$ cat config.mk
export PLATFORM = sky130hd
export DESIGN_NAME = xo_ctrl
export DESIGN_NICKNAME = d
export VERILOG_FILES = /design/src/logic/xo_pkg.sv /design/src/logic/xo_ctrl.sv
export VERILOG_INCLUDE_DIRS = /design/src /design/src/logic
export SDC_FILE = /design/constraint.sdc
export NUM_CORES = 1
export LEC_CHECK = 0
export ABC_AREA = 1
export BUFFER_PORTS_ARGS = -buffer_cell sky130_fd_sc_hd__buf_2
export CORE_UTILIZATION = 25
export CTS_CLUSTER_SIZE = 25
export DETAILED_ROUTE_END_ITERATION = 8
export GPL_TIMING_DRIVEN = 0
export PLACE_DENSITY = 0.58
export SLEW_MARGIN = 10
export SYNTH_ARGS = -nofsm -noshare
export SYNTH_HDL_FRONTEND = slang
export SYNTH_SLANG_ARGS = --single-unit
$ cat constraint.sdc
create_clock -name ref_clk_i -period 3.4 [get_ports ref_clk_i]
set_input_delay 1.02 -clock ref_clk_i [delete_from_list [all_inputs] [get_ports ref_clk_i]]
set_output_delay 1.02 -clock ref_clk_i [all_outputs]
set_load 0.01 [all_outputs]
$ cat src/logic/xo_cfg.svh
`ifndef XO_CFG_SVH
`define XO_CFG_SVH

// Register byte addresses
`define XO_CTRL_ADDR        8'h00
`define XO_IRQ_STATUS_ADDR  8'h04
`define XO_IRQ_MASK_ADDR    8'h08

// Control register fields
`define XO_CTRL_ENABLE_BIT  7
`define XO_CTRL_RSVD6_BIT   6
`define XO_CTRL_STOPKEEP_BIT 5
`define XO_CTRL_OSEL_BIT    4
`define XO_CTRL_RSVD3_BIT   3
`define XO_CTRL_BAND_BIT    2
`define XO_CTRL_GAIN_BIT    1
`define XO_CTRL_DONE_BIT    0
`define XO_CTRL_RESET       8'h00
`define XO_CTRL_WMASK       8'hb6

// Interrupt status and mask fields
`define XO_IRQ_DONE_BIT     0
`define XO_IRQ_LOST_BIT     1
`define XO_IRQ_WIDTH        2
`define XO_IRQ_RESET        2'h0

// Stabilisation count in crystal clock cycles
`define XO_STABLE_CYCLES    4096

`endif

$ cat src/logic/xo_pkg.sv
`default_nettype none

package xo_pkg;

    typedef enum logic [1:0]
    {
        XO_OFF,
        XO_STARTUP,
        XO_STABLE,
        XO_EXTERNAL
    } xo_state_type;

    typedef enum logic [1:0]
    {
        XO_LF_LOW_POWER,
        XO_LF_HIGH_GAIN,
        XO_HF_LOW_POWER,
        XO_HF_HIGH_GAIN
    } xo_mode_type;

endpackage

`default_nettype wire

$ cat src/logic/xo_ctrl.sv
// Notes on behaviour
// - Control register is 8 bits at offset zero, reset to all zeros.
// - Bit 7 is software enable; clock generator request also enables.
// - Bits 6 and 3 read zero and ignore writes.
// - Bit 5 keeps oscillator running in stop mode while enabled.
// - Active when request set, or enabled and not stopped or kept on.
// - Bit 4 selects external pin clock (0) or crystal clock (1).
// - Bit 2 selects low 32 kHz range (0) or 4-24 MHz range (1).
// - Bit 1 selects low-power (0) or high-gain (1) amplifier.
// - Bit 0 reads 1 once the startup count has completed.
// - Inactive unit goes off; crystal and output clocks held static.
// - Activation with crystal selected enters startup and counts crystal edges.
// - After 4096 crystal cycles go stable and raise count complete.
// - Output clock gated off until 4096 cycles, then passes crystal clock.
// - Active with external selected: pin clock buffered to output.
// - Range and gain bits pick one of four oscillator modes.
`timescale 1ns/100ps
`default_nettype none
`include "xo_cfg.svh"

module xo_ctrl
#(
    parameter int STABLE_CYCLES = `XO_STABLE_CYCLES
)
(
    // Clock and reset
    input  wire logic        ref_clk_i,
    input  wire logic        rst_b_i,
    // Avalon-MM slave
    input  wire logic [7:0]  avs_address_i,
    input  wire logic        avs_read_i,
    input  wire logic        avs_write_i,
    input  wire logic [31:0] avs_writedata_i,
    input  wire logic [3:0]  avs_byteenable_i,
    output logic      [31:0] avs_readdata_o,
    output logic             avs_waitrequest_o,
    // System controls
    input  wire logic        clock_gen_enable_request_i,
    input  wire logic        stop_mode_i,
    // Clock pins
    input  wire logic        crystal_clock_i,
    input  wire logic        clock_input_pin_i,
    // Oscillator outputs
    output logic             gated_output_clock_o,
    output logic             amp_enable_o,
    output logic [1:0]       osc_mode_o,
    output logic             count_complete_o,
    output logic             irq_o
);

    ////////////////////////////////////////////////////////////////////////
    localparam int CNT_W = $clog2(STABLE_CYCLES + 1);

    logic [7:0]               ctrl_q;
    logic [`XO_IRQ_WIDTH-1:0] irq_status_q;
    logic [`XO_IRQ_WIDTH-1:0] irq_mask_q;
    logic                     done_meta_q;
    logic                     done_sync_q;
    logic                     done_sync_prev_q;
    logic                     active_prev_q;
    logic                     drive_output_pin_s_q;
    logic                     drive_output_pin_prev_q;
    logic                     ext_s_q;
    logic [CNT_W-1:0]         count_q;
    xo_pkg::xo_state_type     state_q;

    logic                     osc_active;
    logic                     drive_output_pin_edge;
    logic                     bus_req;
    logic                     wr_take;
    logic                     wr_lane0;
    logic [`XO_IRQ_WIDTH-1:0] irq_event;
    logic                     ctrl_hit;
    logic                     status_hit;
    logic                     mask_hit;
    logic                     wr_ctrl;
    logic                     wr_status;
    logic                     wr_mask;
    logic [7:0]               ctrl_wr;
    logic [31:0]              read_word;
    logic                     count_last;
    xo_pkg::xo_mode_type      mode_d;

    assign bus_req  = avs_read_i | avs_write_i;
    assign wr_take  = avs_write_i & ~avs_waitrequest_o;
    assign wr_lane0 = wr_take & avs_byteenable_i[0];

    // Address decode and write-data masking
    assign ctrl_hit   = (avs_address_i == `XO_CTRL_ADDR);
    assign status_hit = (avs_address_i == `XO_IRQ_STATUS_ADDR);
    assign mask_hit   = (avs_address_i == `XO_IRQ_MASK_ADDR);
    assign wr_ctrl    = wr_lane0 & ctrl_hit;
    assign wr_status  = wr_lane0 & status_hit;
    assign wr_mask    = wr_lane0 & mask_hit;
    assign ctrl_wr    = avs_writedata_i[7:0] & `XO_CTRL_WMASK;

    // Effective enable: the clock generator request overrides all
    always_comb
    begin
        if (clock_gen_enable_request_i)
            osc_active = 1'b1;
        else if (!ctrl_q[`XO_CTRL_ENABLE_BIT])
            osc_active = 1'b0;
        else if (stop_mode_i)
            osc_active = ctrl_q[`XO_CTRL_STOPKEEP_BIT];
        else
            osc_active = 1'b1;
    end

    assign drive_output_pin_edge = drive_output_pin_s_q & ~drive_output_pin_prev_q;

    ////////////////////////////////////////////////////////////////////////
    // Bus handshake: one wait cycle, then the request is taken
    always_ff @(posedge ref_clk_i)
    begin
        if (!rst_b_i)
            avs_waitrequest_o <= 1'b1;
        else if (bus_req && avs_waitrequest_o)
            avs_waitrequest_o <= 1'b0;
        else
            avs_waitrequest_o <= 1'b1;
    end

    // Read multiplexer; unmapped addresses read zero
    always_comb
    begin
        if (ctrl_hit)
            read_word = {24'h0, ctrl_q};
        else if (status_hit)
            read_word = {30'h0, irq_status_q};
        else if (mask_hit)
            read_word = {30'h0, irq_mask_q};
        else
            read_word = 32'h0;
    end

    // Latched on the waited cycle so it stands while wait is low
    always_ff @(posedge ref_clk_i)
    begin
        if (!rst_b_i)
            avs_readdata_o <= 32'h0;
        else if (avs_read_i && avs_waitrequest_o)
            avs_readdata_o <= read_word;
    end

    ////////////////////////////////////////////////////////////////////////
    // Control register; reserved bits and done bit are not writable
    always_ff @(posedge ref_clk_i)
    begin
        if (!rst_b_i)
            ctrl_q <= `XO_CTRL_RESET;
        else
        begin
            if (wr_ctrl)
                ctrl_q[7:1] <= ctrl_wr[7:1];
            // Done bit drops at once when the unit is disabled
            ctrl_q[`XO_CTRL_DONE_BIT] <= done_sync_q & osc_active;
        end
    end

    always_ff @(posedge ref_clk_i)
    begin
        if (!rst_b_i)
            irq_mask_q <= `XO_IRQ_RESET;
        else if (wr_mask)
            irq_mask_q <= avs_writedata_i[`XO_IRQ_WIDTH-1:0];
    end

    // Events: startup completed, and a running oscillator lost
    assign irq_event[`XO_IRQ_DONE_BIT] = done_sync_q & ~done_sync_prev_q;
    assign irq_event[`XO_IRQ_LOST_BIT] = active_prev_q & ~osc_active;

    // Set wins over a write-one-to-clear in the same cycle
    always_ff @(posedge ref_clk_i)
    begin
        if (!rst_b_i)
            irq_status_q <= `XO_IRQ_RESET;
        else if (wr_status)
            irq_status_q <= (irq_status_q
                & ~avs_writedata_i[`XO_IRQ_WIDTH-1:0]) | irq_event;
        else
            irq_status_q <= irq_status_q | irq_event;
    end

    always_ff @(posedge ref_clk_i)
    begin
        if (!rst_b_i)
            irq_o <= 1'b0;
        else
            irq_o <= |(irq_status_q & irq_mask_q);
    end

    ////////////////////////////////////////////////////////////////////////
    // Pin sampling; the crystal must run below half the system clock,
    // otherwise sampled edges are lost and the count runs long
    always_ff @(posedge ref_clk_i)
    begin
        if (!rst_b_i)
        begin
            drive_output_pin_s_q    <= 1'b0;
            drive_output_pin_prev_q <= 1'b0;
            ext_s_q     <= 1'b0;
        end
        else
        begin
            drive_output_pin_s_q    <= crystal_clock_i;
            drive_output_pin_prev_q <= drive_output_pin_s_q;
            ext_s_q     <= clock_input_pin_i;
        end
    end

    // Previous enable, for the oscillator-lost event
    always_ff @(posedge ref_clk_i)
    begin
        if (!rst_b_i)
            active_prev_q <= 1'b0;
        else
            active_prev_q <= osc_active;
    end

    ////////////////////////////////////////////////////////////////////////
    // Oscillator state machine; leaving the external state for the
    // crystal always passes through startup, so the count restarts
    always_ff @(posedge ref_clk_i)
    begin
        if (!rst_b_i)
            state_q <= xo_pkg::XO_OFF;
        else if (!osc_active)
            state_q <= xo_pkg::XO_OFF;
        else if (!ctrl_q[`XO_CTRL_OSEL_BIT])
            state_q <= xo_pkg::XO_EXTERNAL;
        else
        begin
            case (state_q)
                xo_pkg::XO_OFF,
                xo_pkg::XO_EXTERNAL:
                    state_q <= xo_pkg::XO_STARTUP;
                xo_pkg::XO_STARTUP:
                    if (count_complete_o)
                        state_q <= xo_pkg::XO_STABLE;
                default:
                    state_q <= state_q;
            endcase
        end
    end

    assign count_last = (count_q == CNT_W'(STABLE_CYCLES - 1));

    // Stabilisation counter on sampled crystal edges
    always_ff @(posedge ref_clk_i)
    begin
        if (!rst_b_i)
            count_q <= '0;
        else if (state_q != xo_pkg::XO_STARTUP
                 && state_q != xo_pkg::XO_STABLE)
            count_q <= '0;
        else if (drive_output_pin_edge && !count_complete_o)
            count_q <= count_q + CNT_W'(1);
    end

    // Completion holds until the unit leaves startup or stable
    always_ff @(posedge ref_clk_i)
    begin
        if (!rst_b_i)
            count_complete_o <= 1'b0;
        else if (state_q != xo_pkg::XO_STARTUP
                 && state_q != xo_pkg::XO_STABLE)
            count_complete_o <= 1'b0;
        else if (drive_output_pin_edge && count_last)
            count_complete_o <= 1'b1;
    end

    // Two-stage synchroniser ahead of the done flag
    always_ff @(posedge ref_clk_i)
    begin
        if (!rst_b_i)
        begin
            done_meta_q <= 1'b0;
            done_sync_q <= 1'b0;
        end
        else
        begin
            done_meta_q <= count_complete_o;
            done_sync_q <= done_meta_q;
        end
    end

    // Delayed copy for the startup-done event
    always_ff @(posedge ref_clk_i)
    begin
        if (!rst_b_i)
            done_sync_prev_q <= 1'b0;
        else
            done_sync_prev_q <= done_sync_q;
    end

    ////////////////////////////////////////////////////////////////////////
    // Output clock and amplifier controls
    always_ff @(posedge ref_clk_i)
    begin
        if (!rst_b_i)
            gated_output_clock_o <= 1'b0;
        else if (state_q == xo_pkg::XO_STABLE)
            gated_output_clock_o <= drive_output_pin_s_q;
        else if (state_q == xo_pkg::XO_EXTERNAL)
            gated_output_clock_o <= ext_s_q;
        else
            gated_output_clock_o <= 1'b0;
    end

    // Amplifier mode from range and gain
    always_comb
    begin
        case ({ctrl_q[`XO_CTRL_BAND_BIT], ctrl_q[`XO_CTRL_GAIN_BIT]})
            2'b00:
                mode_d = xo_pkg::XO_LF_LOW_POWER;
            2'b01:
                mode_d = xo_pkg::XO_LF_HIGH_GAIN;
            2'b10:
                mode_d = xo_pkg::XO_HF_LOW_POWER;
            default:
                mode_d = xo_pkg::XO_HF_HIGH_GAIN;
        endcase
    end

    always_ff @(posedge ref_clk_i)
    begin
        if (!rst_b_i)
            amp_enable_o <= 1'b0;
        else
            amp_enable_o <= osc_active & ctrl_q[`XO_CTRL_OSEL_BIT];
    end

    always_ff @(posedge ref_clk_i)
    begin
        if (!rst_b_i)
            osc_mode_o <= xo_pkg::XO_LF_LOW_POWER;
        else
            osc_mode_o <= mode_d;
    end

endmodule

`default_nettype wire

==> summary.md, run 1 <==
| Metric | Value |
|---|---|
| Outcome | completed |
| Final WL | 4270 µm |
| Setup slack, reg-to-reg | 1.86 ns |
| Highest Clock Rate | 535 MHz |
| Total GRT Usage | 0.103 |
| Worst reg2reg startpoint | state_q[0] |
| Core Util, Final | 0.321 |
| Die Ht | 94.9 µm |
| Max-slew violations | 0 |
| Worst min path class | register to register |
| Initial Util | 0.260 |
| Clock Tree Root | clkbuf_8 |
| Core area | 8300 µm² |
| Gr ovfl total | 0 |
| TritonCTS Buffers | 5 |
| Die footprint | 9000 µm² |
| RSZ-0062 raised after global routing | false |
| Final setup vio count | 0 |
| Synth top area cells | dfxtp_1 42%, nand2_1 11%, buf_4 9.1% |
| Gate Count Post-Synth | 290 |
| Post-synth EDFFs | 0 |
| CTS clock-pin slew for the worst setup and hold paths | 0.09 ns |
| Slowest cell on crit path | dfxtp_1 |
| Final-stage net count | 413 |
| PD cells | 394 nW/µm² |
| Number of top-level pins | 91 |
| Htree depth | 2 |
| CTS tree | yes |
| Drt drc | 0 |
| Final hold violation count | 0 |
| Crit-path leading delay family | flip-flops |
| # rows | 33 |
| Post-CTS resize count | 0 |
| Gpl congestion | 0.802 |
| Syn Area/Cell | 7.43 µm² |
| Synth Flop Type | dfxtp_1 |
| Final period util | 0.549 |
| Crit. End Element | output port |
| Vias post-DR | 1828 |
| Async SR Flop Fraction | 0 |
| DR WL/cell | 9.22 µm |
| Worst path bufs/invs | 1 |
| Synth warn | 0 |
| Postcts setup bufs | 0 |
| Final Critical Period | 1.87 ns |
| WHS | 0.418 ns |
| Sink Count | 45 |
| Clock Latency Late Sink | 0.29 ns |
| Crit path cell chain | buf_2 |
| Die width | 94.9 µm |
| Biggest cell delay along the critical path | 0.40 ns |
| Worst path arrival time | 0.85 ns |
| CP Launch Type | register |
| Share of cells above drive strength 1 | 0.240 |
| Synth Register Bits | 45 |
| Leakage | 1.24 nW |
| Drt initial violations | 55 |
| Worst Skew | 0.00873 ns |
| Top cells by count, synth | 63 x nand2_1, 45 x dfxtp_1, 37 x inv_1 |
| Largest net degree at the start of global routing | 15 |
| Hold wc startpoint | done_meta_q |
| Largest fanout on the critical path | 4 |
| Count of cell types in the netlist | 30 |
| Antenna viol nets, final | 0 |
| Vias in the first global route | 1674 |
| Max-Cap Viols | 0 |
| Seq/Total Area, Yosys | 0.418 |
| Detailed Place HPWL | 3250 µm |
| Synth top area share | 0.418 |
| Tot Pwr | 1.05 mW |
| Antenna diodes | 0 |
| Total negative slack | 0 ns |
| Initial antenna violation count | 0 |
| Cts hold-fix bufs | 0 |
| IO Port Bufs | 35 |
| Cell with the most instances after synthesis | nand2_1 |
| Kind of critical path | register to output port |
| Crit. Startpoint | count_complete_o |
| Worst-case vdd ir drop | 0.216 mV |
| Initial DRT Pass Iterations | 4 |
| Clk buf depth | 2 |
| Area Overhead vs Synth | 23.7% |
| Dominant cell type by area after synthesis | dfxtp_1 |
| First-pass GRT wire length | 7280 µm |
| Mean number of vias per cell | 3.95 |
| Worst EP required | 2.38 ns |
| Syn Std Cell Area | 2160 µm² |
==> metrics by stage <==
stage	instances	setup WS [ns]	instance area, µm²
2_1_floorplan	315	1.58	2250
5_1_grt	463	1.47	2670
3_5_place_dp	455	1.25	2560
6_report	463	1.53	2670
4_1_cts	463	1.51	2670
3_3_place_gp	455	1.28	2560
==> layer usage <==
layer  global-route usage  wire, µm  vias up
li1                     -         -     1009
met1                0.129      2100      769
met3               0.0250       223        2
met5                    0         0        -
met2                0.168      1890       48
met4               0.0417        47        0
==> sequential cells by signal (all words and copies together) (netlist names), 2 cells and up <==
name            cells
ctrl_q              6
osc_mode_o          2
avs_readdata_o      6
irq_status_q        2
count_q            13
state_q             2
irq_mask_q          2
==> report_power, final <==
part           switching, mW  total, mW  internal [mW]  leakage, nW
logic                 0.0599      0.105         0.0448        0.821
clock network          0.183      0.404          0.221       0.0554
registers            0.00609      0.542          0.536        0.365
total                  0.249       1.05          0.801         1.24
==> logic make-up (layout without fill, tap and decap cells) <==
kind of cell	count (synthesis)	count (layout)	synth area share
and+or+nand+nor	118	118	0.257
buffers and inverters	69	112	0.168
AOI/OAI and AO/OA	53	53	0.132
DFF	45	45	0.418
adders and majority gates	4	4	0.0232
other	1	26	0.00174
==> path summary, 6_finish.rpt <==
check	endpoint	cells past startpoint
setup / recovery	count_complete_o	1
hold / removal	done_sync_q	2
setup reg to reg	count_q[4]	5
hold reg to reg	done_sync_q	2
==> area by class of cell <==
cell class	instances	area, µm²
buffer	28	205
clock buffer	6	72.6
clock inverter	2	38.8
fill	915	5630
inverter	41	156
multi-input combinational	201	987
sequential	45	901
tap	105	131
timing repair buffer	35	175
==> layout by cell type, fill, tap and decap left out, types with 2 or more instances in the layout <==
cell type  instances
nand3_4            2
clkbuf_8           5
inv_2              3
o21ai_0            8
nand3_1           15
nand4_1            2
conb_1            26
dfxtp_1           45
nand2_1           63
o21ai_1            5
o211ai_1           3
buf_2             37
nor2_2             3
nor3_1             2
inv_1             37
ha_1               4
nor2_1            23
buf_4             26
a21oi_1           33
nor2_4             2
Power figures use the tool's default switching activity.
==> run 2: changes to the inputs <==
--- a/config.mk
+++ b/config.mk
@@ -12,7 +12,7 @@
 export CTS_CLUSTER_SIZE = 25
 export DETAILED_ROUTE_END_ITERATION = 8
 export GPL_TIMING_DRIVEN = 0
-export PLACE_DENSITY = 0.58
+export PLACE_DENSITY = 0.6
 export SLEW_MARGIN = 10
 export SYNTH_ARGS = -nofsm -noshare
 export SYNTH_HDL_FRONTEND = slang
==> constraint.sdc (replaced) <==
create_clock -name ref_clk_i -period 1.7 [get_ports ref_clk_i]
set_input_delay 0.51 -clock ref_clk_i [delete_from_list [all_inputs] [get_ports ref_clk_i]]
set_output_delay 0.51 -clock ref_clk_i [all_outputs]
set_load 0.01 [all_outputs]
==> summary.md, run 2 (synthesis results as in run 1) <==
| Metric | Value |
|---|---|
| Core Util, Final | 0.321 |
| Met1 Use GR | 0.128 |
| Mean number of vias per cell | 4.03 |
| CTS clock-pin slew for the worst setup and hold paths | 0.09 ns |
| Highest Clock Rate | 660 MHz |
| Total GRT Usage | 0.0989 |
| Total negative slack | 0 ns |
| Kind of critical path | register to register |
| Initial antenna violation count | 0 |
| Crit-path leading delay family | flip-flops |
| Gpl congestion | 0.782 |
| Postcts setup bufs | 0 |
| Slowest cell on crit path | dfxtp_1 |
| Max-slew violations | 0 |
| Drt drc | 0 |
| Final WL | 4290 µm |
| Die width | 94.9 µm |
| Worst path arrival time | 1.73 ns |
| Worst path bufs/invs | 2 |
| Initial DRT Pass Iterations | 4 |
| Final instance area | 2670 µm² |
| GR peak layer | met2 |
| PD cells | 787 nW/µm² |
| Vias in the first global route | 1598 |
| Die footprint | 9000 µm² |
| RSZ-0062 raised after global routing | false |
| Fillers | 897 |
| Biggest cell delay along the critical path | 0.39 ns |
| TritonCTS Buffers | 5 |
| DP Worst Slack | 0.0809 ns |
| CP Launch Type | register |
| Cts hold-fix bufs | 0 |
| Most frequent cells in the layout | 63 x nand2_1, 45 x dfxtp_1, 37 x inv_1, 37 x buf_2, 33 x a21oi_1 |
| Number of top-level pins | 91 |
| CTS tree | yes |
| # rows | 33 |
| Final period util | 0.891 |
| Final hold violation count | 0 |
| Worst-case vdd ir drop | 0.424 mV |
| Final setup vio count | 0 |
| Area Overhead vs Synth | 23.7% |
| Sw Ratio | 0.237 |
| Clk pwr share | 0.384 |
| Largest fanout on the critical path | 8 |
| Combinational share of power | 0.099 |
| Antenna viol nets, final | 0 |
| Largest register FFs | 13 |
| Die Ht | 94.9 µm |
| Internal | 1.60 mW |
| Most used cell, CP | inv_1 |
| Outcome | completed |
| Clock Tree Root | clkbuf_8 |
| Clk buf depth | 2 |
| Post-CTS resize count | 0 |
| Crit path cell chain | inv_1, ha_1, nor2_4, inv_1, a211oi_1 |
| Most flop-heavy register | count_q |
| Worst min path class | input port to register |
| WHS | 0.402 ns |
| Final-stage net count | 413 |
| Largest net degree at the start of global routing | 15 |
| Sw Pwr | 0.497 mW |
| Leakage | 1.24 nW |
| Crit. End Element | register |
| Detailed Place HPWL | 3270 µm |
| Worst EP required | 1.91 ns |
| Htree depth | 2 |
| Clock Latency Late Sink | 0.29 ns |
| IO Port Bufs | 35 |
| Final Critical Period | 1.52 ns |
| First-pass GRT wire length | 6910 µm |
| Biggest regs | count_q (13), avs_readdata_o (6), ctrl_q (6) |
| Flop pwr share | 0.516 |
| Antenna diodes | 0 |
| Worst Skew | 0.00813 ns |
| Core area | 8300 µm² |
| Initial Util | 0.260 |
| Final WS setup | 0.185 ns |
| Grt met3 use | 0.0209 |
| Commonest non-fill, non-tap cell in the layout | nand2_1 |
| Placed Instance Area | 2560 µm² |
| Vias post-DR | 1868 |
| Drt initial violations | 66 |
| Sink Count | 45 |
| Share of cells above drive strength 1 | 0.240 |
| Max-Cap Viols | 0 |
| DR WL/cell | 9.26 µm |
| Met2 Use GR | 0.161 |
| Gr ovfl total | 0 |
## run 2: cell counts in the layout (fill, tap and decap cells not counted)
Identical to the previous run, type by type.
## run 2: worst register-to-register path: cells and delay by family, from the launching register on
| family | cells | cell delay [ns] |
|---|---|---|
| adder cells (fa/ha/maj) | 1 | 0.35 |
| flip-flops | 1 | 0.39 |
| AND/OR/NAND/NOR | 1 | 0.23 |
| buffers and inverters | 2 | 0.23 |
| AO/OA/AOI/OAI | 1 | 0.23 |
## run 2: path summary, 6_finish.rpt
check	from	end	slack [ns]	cells past startpoint
max	state_q[0]	count_q[4]	0.18	5
min	crystal_clock_i	drive_output_pin_s_q	0.40	3
max reg2reg	state_q[0]	count_q[4]	0.18	5
min reg2reg	done_meta_q	done_sync_q	0.41	2
## run 2: final cells by class
| type | instances | area, µm² | area share |
|---|---|---|---|
| multi-input combinational | 201 | 987 | 0.370 |
| timing repair buffer | 35 | 175 | 0.0657 |
| tap | 105 | 131 | 0.0492 |
| sequential | 45 | 901 | 0.338 |
| inverter | 41 | 156 | 0.0586 |
| clock buffer | 6 | 72.6 | 0.0272 |
| clock inverter | 2 | 38.8 | 0.0145 |
| buffer | 28 | 205 | 0.0769 |
## run 2: power by group through the flow
| stage | Combinational (mW) | Clock (mW) | Sequential [mW] |
|---|---|---|---|
| after global placement | 0.207 | 0 | 1.11 |
| final | 0.208 | 0.807 | 1.08 |
| after CTS | 0.209 | 0.834 | 1.08 |
| after floorplan | 0.144 | 0 | 1.11 |
| after detailed placement | 0.208 | 0 | 1.11 |
| after global routing | 0.239 | 0.884 | 1.09 |
## run 2: per-stage QoR
step | total power [mW] | cells
2_1_floorplan | 1.26 | 315
3_3_place_gp | 1.31 | 455
3_5_place_dp | 1.32 | 455
4_1_cts | 2.13 | 463
5_1_grt | 2.21 | 463
6_report | 2.10 | 463
## run 2: per-layer routing
metal | vias to the layer above | wire [µm]
li1 | 1006 | -
met1 | 807 | 2100
met2 | 53 | 1910
met3 | 2 | 218
met4 | 0 | 54
met5 | - | 0
